$ cat config.mk
export PLATFORM = sky130hd
export DESIGN_NAME = ppseq
export DESIGN_NICKNAME = d
export VERILOG_FILES = /design/src/ppseq_pkg.sv /design/src/ppseq_timer.sv /design/src/ppseq.sv
export SDC_FILE = /design/constraint.sdc
export NUM_CORES = 1
export LEC_CHECK = 0
export BUFFER_PORTS_ARGS = -buffer_cell sky130_fd_sc_hd__clkbuf_2
export CAP_MARGIN = 20
export CORE_ASPECT_RATIO = 1.25
export CORE_UTILIZATION = 40
export CTS_BUF_LIST = sky130_fd_sc_hd__clkbuf_4 sky130_fd_sc_hd__clkbuf_8
export DETAILED_ROUTE_END_ITERATION = 8
export GPL_ROUTABILITY_DRIVEN = 0
export GPL_TIMING_DRIVEN = 0
export PLACE_DENSITY = 0.62
export RECOVER_POWER = 50
export SYNTH_ARGS = -nofsm -noshare
export SYNTH_HDL_FRONTEND = slang
export SYNTH_SLANG_ARGS = --single-unit
export TNS_END_PERCENT = 30
$ cat constraint.sdc
create_clock -name clock -period 2.85 [get_ports clock]
set_input_delay 0.1425 -clock clock [delete_from_list [all_inputs] [get_ports clock]]
set_output_delay 0.1425 -clock clock [all_outputs]
set_load 0.01 [all_outputs]
$ cat src/ppseq_pkg.sv
/*
 * Shared constants, encodings and carrier structs for the bit programming sequencer.
 * Assumes a 100 MHz system clock and an external analog front end that turns the
 * enable pins into programming and sense currents and compares the sensed voltage.
 */
package ppseq_pkg;

   ////////////////////////////////////////////////////////////////////////////////
   // Geometry of the memory being programmed, and counter widths.
   localparam int ADDR_W = 10;
   localparam int DATA_W = 4;
   localparam int BIT_W  = 2;
   localparam int PCNT_W = 8;
   localparam int TMR_W  = 11;
   localparam int TAIL_W = 3;

   ////////////////////////////////////////////////////////////////////////////////
   // Timing, in nanoseconds as specified, and in clock cycles.
   localparam int CLK_NS     = 10;
   localparam int PULSE_NS   = 7500;
   localparam int CONFIRM_NS = 10000;
   localparam int QUIET_NS   = 10000;
   localparam int SETTLE_NS  = 700;
   localparam int TAIL_PULSES = 4;

   function automatic int cyc_up(input int ns);
      return (ns + CLK_NS - 1) / CLK_NS;
   endfunction

   localparam int PULSE_CYC   = PULSE_NS / CLK_NS;
   localparam int CONFIRM_CYC = cyc_up(CONFIRM_NS);
   localparam int QUIET_CYC   = cyc_up(QUIET_NS);
   localparam int SETTLE_CYC  = cyc_up(SETTLE_NS);

   // The pulse timer runs one short so the enable stands exactly the pulse width.
   localparam logic [TMR_W-1:0] PULSE_LOAD   = TMR_W'(PULSE_CYC - 1);
   localparam logic [TMR_W-1:0] CONFIRM_LOAD = TMR_W'(CONFIRM_CYC);
   localparam logic [TMR_W-1:0] QUIET_LOAD   = TMR_W'(QUIET_CYC);
   localparam logic [TMR_W-1:0] SETTLE_LOAD  = TMR_W'(SETTLE_CYC);
   localparam logic [TAIL_W-1:0] TAIL_LAST   = TAIL_W'(TAIL_PULSES);

   ////////////////////////////////////////////////////////////////////////////////
   // Sequencer states.
   typedef enum logic [5:0] {
      ST_IDLE  = 6'h01,
      ST_PRE   = 6'h02,
      ST_POST  = 6'h04,
      ST_SENSE = 6'h08,
      ST_PULSE = 6'h10,
      ST_STOP  = 6'h20
   } ppseq_state_e;

   ////////////////////////////////////////////////////////////////////////////////
   // Carriers.
   typedef struct packed {
      logic [ADDR_W-1:0] addr;
      logic [BIT_W-1:0]  bitsel;
      logic [PCNT_W-1:0] max_pulses;
   } ppseq_req_s;

   typedef struct packed {
      logic [ADDR_W-1:0] addr;
      logic [BIT_W-1:0]  bitsel;
      logic [PCNT_W-1:0] pulses;
   } ppseq_res_s;

   typedef struct packed {
      logic [ADDR_W-1:0] addr;
      logic              ce_disable;
      logic [DATA_W-1:0] prog_en;
      logic [DATA_W-1:0] sense_en;
   } ppseq_pins_s;

endpackage

$ cat src/ppseq_timer.sv
/*
 * Down-counting interval timer for the sequencer.
 * Assumes the loader holds load for one cycle; expired is high while the count is zero.
 */
`timescale 1ns/1ps
module ppseq_timer (
   // Clock and control.
   input  wire logic                       clock,
   input  wire logic                       reset,
   input  wire logic                       ce,
   // Load and status.
   input  wire logic                       load,
   input  wire logic [ppseq_pkg::TMR_W-1:0] load_val,
   output logic                            expired
);
   import ppseq_pkg::*;

   typedef struct packed {
      logic [TMR_W-1:0] cnt;
   } ppseq_tmr_s;

   ppseq_tmr_s r;
   ppseq_tmr_s next_r;

   always_comb begin
      next_r = r;
      if (load) begin
         next_r.cnt = load_val;
      end else if (r.cnt != '0) begin
         next_r.cnt = r.cnt - TMR_W'(1);
      end
   end

   always_ff @(posedge clock) begin
      if (reset) begin
         r <= '0;
      end else if (ce) begin
         r <= next_r;
      end
   end

   assign expired = (r.cnt == '0);

endmodule

$ cat src/ppseq.sv
/*
 * Programmer-side sequencer that writes one bit of a 1024 x 4 fuse memory at a time.
 * Assumes an analog front end: prog_en and sense_en switch the programming and sense
 * currents onto a data pin, and sense_pass is the comparator result, asynchronous.
 */
`timescale 1ns/1ps

////////////////////////////////////////////////////////////////////////////////
// What this block does
// RL1: Sense the selected bit first, then pulse, then sense again.
// RL2: Keep the memory's chip enable disabled during the whole operation.
// RL3: Drive programming current into the selected data pin, also used for sensing.
// RL4: Each pulse lasts 7.5 us; sense after every pulse before the next.
// RL5: Repeat pulse then sense while the bit does not read as one.
// RL6: Pass means sensed voltage stays below the reference threshold.
// RL7: Confirm with two passing senses 10 us apart, no pulse between.
// RL8: After confirmation give four more pulses, end train, then remove sense current.
// RL9: Sense current off at least 10 us before and after any address change.
// RL10: Wait at least 0.7 us after a pulse ends before sampling.
// RL11: Drive all ten address lines before the pulse train starts.
// RL12: The memory holds 1024 four-bit words; bits only go from zero to one.
// RL13: Give up and report failure after a set maximum number of pulses.
// RL14: Signal completion of each bit, only then accept the next request.
module ppseq (
   // Clock, reset and enable.
   input  wire logic                 clock,
   input  wire logic                 reset,
   input  wire logic                 ce,
   // Request side.
   input  wire logic                 start,
   input  wire ppseq_pkg::ppseq_req_s req,
   output logic                      ready,
   output logic                      busy,
   // Result side.
   output logic                      done,
   output logic                      fail,
   output ppseq_pkg::ppseq_res_s     res,
   // Memory and front end.
   output ppseq_pkg::ppseq_pins_s    pins,
   input  wire logic                 sense_pass
);
   import ppseq_pkg::*;

   typedef struct packed {
      ppseq_state_e      st;
      logic [ADDR_W-1:0] addr;
      logic [ADDR_W-1:0] new_addr;
      logic [BIT_W-1:0]  bitsel;
      logic [PCNT_W-1:0] max_pulses;
      logic [PCNT_W-1:0] pulses;
      logic [TAIL_W-1:0] tail_cnt;
      logic              tail;
      logic              first_pass;
      logic              failed;
      logic              ce_disable;
      logic [DATA_W-1:0] prog;
      logic [DATA_W-1:0] sense;
      logic              done;
      logic              fail;
      logic              sync1;
      logic              sync2;
   } ppseq_core_s;

   localparam ppseq_core_s CORE_RST = '{st: ST_IDLE, ce_disable: 1'b1, default: '0};

   function automatic logic [DATA_W-1:0] bit_onehot(input logic [BIT_W-1:0] b);
      return {{(DATA_W-1){1'b0}}, 1'b1} << b;
   endfunction

   ppseq_core_s      r;
   ppseq_core_s      next_r;
   logic             tmr_load;
   logic [TMR_W-1:0] tmr_val;
   logic             tmr_exp;
   logic             start_pulse;
   logic             sample;

   ////////////////////////////////////////////////////////////////////////////////
   // Interval timer.
   ppseq_timer u_timer (
      .clock    (clock),
      .reset    (reset),
      .ce       (ce),
      .load     (tmr_load),
      .load_val (tmr_val),
      .expired  (tmr_exp)
   );

   ////////////////////////////////////////////////////////////////////////////////
   // Sequencer.
   always_comb begin
      next_r      = r;
      next_r.done = 1'b0;
      next_r.fail = 1'b0;
      next_r.sync1 = sense_pass;
      next_r.sync2 = r.sync1;
      tmr_load    = 1'b0;
      tmr_val     = '0;
      start_pulse = 1'b0;
      sample      = 1'b0;
      case (r.st)
         ST_IDLE: begin
            if (start) begin                                             // [RL14]
               next_r.new_addr   = req.addr;
               next_r.bitsel     = req.bitsel;
               next_r.max_pulses = req.max_pulses;
               next_r.pulses     = '0;
               next_r.tail_cnt   = '0;
               next_r.tail       = 1'b0;
               next_r.first_pass = 1'b0;
               next_r.failed     = 1'b0;
               tmr_load          = 1'b1;
               tmr_val           = QUIET_LOAD;                           // [RL9]
               next_r.st         = ST_PRE;
            end
         end
         ST_PRE: begin
            if (tmr_exp) begin
               next_r.addr = r.new_addr;                                 // [RL11]
               tmr_load    = 1'b1;
               tmr_val     = QUIET_LOAD;                                 // [RL9]
               next_r.st   = ST_POST;
            end
         end
         ST_POST: begin
            if (tmr_exp) begin
               next_r.sense = bit_onehot(r.bitsel);                      // [RL1] [RL3]
               tmr_load     = 1'b1;
               tmr_val      = SETTLE_LOAD;
               next_r.st    = ST_SENSE;
            end
         end
         ST_SENSE: begin
            if (tmr_exp) begin
               sample = 1'b1;                                            // [RL10]
               // The synchronised comparator output is high when below threshold.
               if (r.tail) begin
                  if (r.tail_cnt == TAIL_LAST) begin                     // [RL8]
                     next_r.st = ST_STOP;
                  end else begin
                     start_pulse = 1'b1;
                  end
               end else if (r.sync2 && r.first_pass) begin               // [RL6] [RL7]
                  next_r.tail = 1'b1;
                  start_pulse = 1'b1;
               end else if (r.sync2) begin
                  next_r.first_pass = 1'b1;
                  tmr_load          = 1'b1;
                  tmr_val           = CONFIRM_LOAD;                      // [RL7]
               end else begin
                  next_r.first_pass = 1'b0;
                  if (r.pulses == r.max_pulses) begin                    // [RL13]
                     next_r.failed = 1'b1;
                     next_r.st     = ST_STOP;
                  end else begin
                     start_pulse = 1'b1;                                 // [RL5]
                  end
               end
            end
         end
         ST_PULSE: begin
            if (tmr_exp) begin
               next_r.prog = '0;
               tmr_load    = 1'b1;
               tmr_val     = SETTLE_LOAD;                                // [RL4] [RL10]
               next_r.st   = ST_SENSE;
            end
         end
         ST_STOP: begin
            next_r.sense = '0;                                           // [RL8]
            next_r.done  = ~r.failed;                                    // [RL14]
            next_r.fail  = r.failed;                                     // [RL13]
            next_r.st    = ST_IDLE;
         end
         default: begin
            next_r.st = ST_IDLE;
         end
      endcase
      if (start_pulse) begin
         next_r.prog = bit_onehot(r.bitsel);                             // [RL3]
         tmr_load    = 1'b1;
         tmr_val     = PULSE_LOAD;                                       // [RL4]
         next_r.st   = ST_PULSE;
         if (next_r.tail) begin
            next_r.tail_cnt = r.tail_cnt + TAIL_W'(1);
         end else begin
            next_r.pulses = r.pulses + PCNT_W'(1);
         end
      end
   end

   always_ff @(posedge clock) begin
      if (reset) begin
         r <= CORE_RST;
      end else if (ce) begin
         r <= next_r;
      end
   end

   ////////////////////////////////////////////////////////////////////////////////
   // Outputs.
   assign ready           = (r.st == ST_IDLE);
   assign busy            = ~ready;
   assign done            = r.done;
   assign fail            = r.fail;
   assign res.addr        = r.addr;
   assign res.bitsel      = r.bitsel;
   assign res.pulses      = r.pulses;
   assign pins.addr       = r.addr;
   assign pins.ce_disable = r.ce_disable;                                // [RL2]
   assign pins.prog_en    = r.prog;
   assign pins.sense_en   = r.sense;

   ////////////////////////////////////////////////////////////////////////////////
   // Checks.
   localparam int A_PULSE   = PULSE_CYC;
   localparam int A_QUIET   = QUIET_CYC;
   localparam int A_SETTLE  = SETTLE_CYC;
   localparam int A_CONFIRM = CONFIRM_CYC;
   localparam logic [10:0] SAT = 11'h7FF;

   logic [10:0]       plen;
   logic [10:0]       quiet;
   logic [10:0]       since_addr;
   logic [10:0]       since_prog;
   logic [ADDR_W-1:0] addr_q;

   always_ff @(posedge clock) begin
      if (reset) begin
         plen       <= '0;
         quiet      <= '0;
         since_addr <= '0;
         since_prog <= '0;
         addr_q     <= '0;
      end else if (ce) begin
         addr_q     <= r.addr;
         plen       <= (|r.prog) ? plen + 11'h001 : 11'h000;
         quiet      <= (|r.sense) ? 11'h000 : ((quiet == SAT) ? SAT : quiet + 11'h001);
         since_prog <= (|r.prog) ? 11'h000 : ((since_prog == SAT) ? SAT : since_prog + 11'h001);
         if (r.addr != addr_q) begin
            since_addr <= 11'h001;
         end else if (since_addr != SAT) begin
            since_addr <= since_addr + 11'h001;
         end
      end
   end
endmodule

# Yosys cells after proc, flatten, opt, wreduce, memory -nomap -nowiden
# Cells that the tools add are included.
# classes
multipliers	0
bitwise_logic	2
n_eq_ne	23
addsub	3
n_shift	1
magnitude_cmp	0
n_mux	55
reduce_logical	18
div	0
# ops
operator	count
2-to-1 mux 10 bit	6
2-to-1 mux 11 bit	5
2-to-1 mux 6 bit	9
case mux 11 bit (4 select lines)	1
case mux 6 bit (4 select lines)	1
2-to-1 mux 1 bit	17
2-to-1 mux 16 bit	1
2-to-1 mux 4 bit	4
!= test 4 bit (second input constant)	4
2-to-1 mux 14 bit	1
!= test 2 bit (second input constant)	7
AND reduction 3 bit	4
logical NOT 11 bit	1
nonzero test 11 bit	1
subtractor 11 x 1 -> 11 bit (second input constant)	1
nonzero test 2 bit	5
2-to-1 mux 3 bit	3
AND reduction 9 bit	1
adder 8 x 1 -> 8 bit (second input constant)	1
equality test 8 bit	1
2-to-1 mux 8 bit	1
case mux 4 bit (2 select lines)	1
AND reduction 8 bit	1
2-to-1 mux 7 bit	1
other kinds (21)	24
# totals
ff_bits	73
in_bits	25
mem_bits_ro	0
elab_cells	119
latchBits	0
out_inout_bits	43
mem_bits_rw	0
n_memories	0

# Longest topological paths before layout
# depth
depth_word	10
ltp_mapped	9

# Hierarchy
# A second synthesis with hierarchy kept.
# hier_totals
cells_unflattened	494
area_unflattened_um2	3918.8
# modules_own_cells
mod	cells_each	area_per_inst_um2	n_inst
ppseq	397	3196.8	1
ppseq_timer	97	721.9	1

# Least setup slack after synthesis
# Ideal clock, no wire load.
# synth_timing
path_type	reg2reg
startpoint	register u_timer.r[0] (netlist bit)
endpoint	register u_timer.r[4] (netlist bit)
stages_incl_launch_ff	10
slack_ns	0.446
path_buffers	0
required_ns	2.780
synth_period_minus_slack_ns	2.404
t_arrival_ns	2.334
path_cell_list	dfxtp_1 inv_1 ha_1 nor4b_1 nand3_1 a311oi_4 o211a_4 o21ai_4 or4_1 a21oi_1
# synth_via
elab_chain_len	6
# synth_lines
item	line_no	text
from (decl)	ppseq_timer.sv:22	ppseq_tmr_s r;
from (signal assigned)	ppseq_timer.sv:38	r <= next_r;
logical NOT 11 bit	ppseq_timer.sv:42	assign expired = (r.cnt == '0);
2-to-1 mux 1 bit (on tied branches)	--	
case mux 1 bit (3 select lines) / 2-to-1 mux 1 bit (equally long branches)	ppseq.sv:101	case (r.st)
2-to-1 mux 1 bit	ppseq.sv:179	if (start_pulse) begin
nonzero test 2 bit (no line)	--	
AND reduction 2 bit (no line)	--	
# Parallel ways exist; a longest one is shown, timed or not. The select of a mux whose other input is x is not followed.
# A chain may end at the register's enable or synchronous reset.

# Worst setup path in the final report
# layout_timing
startpoint	register u_timer.r[0] (netlist bit)
endpoint	register u_timer.r[10] (netlist bit)
# Same word-level chain as after synthesis.

==> qor.csv <==
metric,value,unit
Worst slew margin,0.542,
Lkg Pwr,1.68,nW
pre-CTS setup slack,89.2,ps
syn nets,495,
Num CTS Buffers,9,
critical-path cell list,inv_1 > ha_1 > nor4b_1 > and3_2 > nand2_1 > a21boi_0 > nand2_1 > or4_1 > a21oi_1,
worst hold slack,13.5,ps
Die ar.,9760,sq um
Cells after Synth,465,
Final setup viols,0,
crit-path max cell delay,490,ps
nets@finish,574,
H-tree depth,3,
pin count of the biggest net entering global routing,13,
number of synthesized flops with an enable pin,0,
CP arrival,2990,ps
Total GRT Usage,0.191,
TritonCTS clock tree,done,
Synth Flop Type,dfxtp_1,
Final Cycle Share,0.952,
CP endpoint kind,flop,
initial antenna violation count,0,
Crit Path Category,flop to flop,
CTS root buf,clkbuf_8,
DRT antenna net count,0,
Peak supply drop,0.000231,V
worst setup path startpoint,u_timer.r[0],
Core ar.,9130,sq um
setup_tns,0,ps
Placed Cells,652,
Pwr Density,539,nW/um^2
critical path's most frequent cell,nand2_1,
Worst Hold Launch,req[19],
Setup WS post-layout,137,ps
crit start category,flop,
Die H,110,um
Worst Max-Slew Pin Slew,678,ps
drt initial violations,182,
DRC errors left,0,
Clock Path Buffers,2,
"area leader, netlist",dfxtp_1,
worst skew pair latency,350,ps
DPL Wire Length,6.50,mm
Max Cap Viol,0,
number of unique standard cell types used by synthesis,55,
top cell type's share of synthesized area,0.390,
Routed WL per cell,13.5,um
IO Pins,68,
vias,3390,
remaining global-route overflow,0,
largest fanout on the critical path,8,
status,"complete, no violations",
Initial DRT Pass Iterations,4,
Clock transition at path regs,80,ps
Yosys Warn Count,0,
ant diodes,0,
layout cells sized above 1,0.195,
hold violation count in the final report,0,
Syn-to-layout area delta,17.2,%
post-route core utilization,0.481,
"Avg Cell Area, Syn",8.05,sq um
clk sinks,73,
Worst EP required,3130,ps
Reg area,1460,sq um
Initial Utilization,0.410,
Rows,39,
worst hold path class,input pin to flop,
Post-Syn Area,3740,sq um
sequential fraction of the synthesis area,0.390,
worst r2r src,u_timer.r[0],
Finished Layout Cells,672,
Max Freq,369,MHz
"CP delay by family, top",simple AND/OR/NAND/NOR gates,
first-pass GRT wire length,14.2,mm
minimum clock period,2710,ps
vias in the first global route,2969,
fillers,955,
footprint of the multi-input gates,1860,sq um
DRT Wirelength,9.09,mm
CP max-delay cell,or4_1,
PortBufs,64,
post-route clock skew,7.05,ps
Final Max Tran Viols,0,
"top cells by area, synth","dfxtp_1 39%, buf_4 8.0%, a21oi_1 7.8%",
Vias/cell,5.04,
asr flop ratio synth,0,
worst path bufs/invs,1,
Die W,88.5,um
#FFs+latches synth,73,
[registers in the layout, summed over array words and instances, names as in the netlist]
name	cells
next_r	1
fail	1
pins	18
r	31
res	10
u_timer.r	11
done	1
[cell type report]
type	instances	share of cell area
inverters	11	0.00941
plain buffers	59	0.0853
flip-flops and latches	73	0.333
clock buffers	11	0.0345
repair buffers	68	0.0710
clock inverters	5	0.00684
well taps	123	0.0351
multi-input cells	322	0.425
[path summary, 6_finish.rpt]
| kind | endpoint | slack [ps] | depth (start not counted) |
|---|---|---|---|
| hold / removal | r[46] | 10 | 3 |
| hold reg to reg | pins[0] | 450 | 2 |
| setup / recovery | u_timer.r[10] | 140 | 9 |
| setup reg to reg | u_timer.r[10] | 140 | 9 |
[report_power, final]
part	total [W]	leakage, nW	switching, W	internal [W]
Clock	0.000743	0.0911	0.000384	0.000359
Combinational	0.000486	0.996	0.000284	0.000202
Sequential	0.00114	0.593	0.0000609	0.00108
Total	0.00237	1.68	0.000729	0.00164
[stage by stage]
stage	power (W)	cell area, sq um
floorplan	0.00151	3740
global placement	0.00163	4220
detailed placement	0.00164	4220
CTS	0.00238	4410
global route	0.00250	4390
finish	0.00237	4390
[cell usage in the layout, fill, tap and decap left out, types with 5 or more instances in the layout]
cell,count
xnor2_1,10
nor4_1,6
or3_1,5
nand4_1,6
nand3_1,13
inv_1,11
clkbuf_2,32
clkbuf_4,9
nor2_1,42
nand2_1,66
dfxtp_1,73
nor3_1,14
o21ai_0,13
and3_1,6
mux2i_1,13
a21oi_1,58
or4_1,6
buf_4,34
clkbuf_1,50
clkbuf_8,11
ha_1,5
nor3b_1,6
[synth_stat cells, types with 4 or more instances]
cell	n
inv_1	11
mux2i_1	13
or4_1	5
nor4b_1	4
nor4_1	6
buf_4	40
dfxtp_1	73
and3_1	6
nor2_1	42
ha_1	5
nand4_1	6
o21ai_0	13
or3_1	5
nand3_1	13
clkbuf_1	17
nand3b_1	4
nand2_1	66
xnor2_1	10
a21oi_1	58
nor3b_1	6
nor3_1	14
nand2b_1	4
a32oi_1	4
[cell families after synthesis]
kind of cell / share of synthesized area
other cells: 0.00100
buf+inv: 0.111
xor+xnor: 0.0257
mux: 0.0347
fa+ha+maj: 0.0167
compound gates: 0.148
flops: 0.390
simple gates: 0.273
[worst min-delay path, delay by kind of cell]
family                 cells  cell delay (ps)
AND/OR/NAND/NOR            1               40
buffers and inverters      1               80
AO/OA/AOI/OAI              1               50
[routing by layer]
layer  share of wire  routed length [um]  track usage  up-vias
li1                -                   -            -     1738
met1            0.46                4150        0.240     1531
met2            0.48                4340        0.313      104
met3           0.044                 400       0.0365       17
met4           0.022                 196       0.0945        0
met5               0                   0            0        -
[what timing repair did]
action | 4_1_cts | 5_1_grt
endpoints found under the setup margin | 0 | 10
hold buffers | 1 | 0
endpoints found under the hold margin | 1 | 0
resized for setup | 0 | 0
buffers inserted | 0 | 3
(Power assumes the default switching activity.)
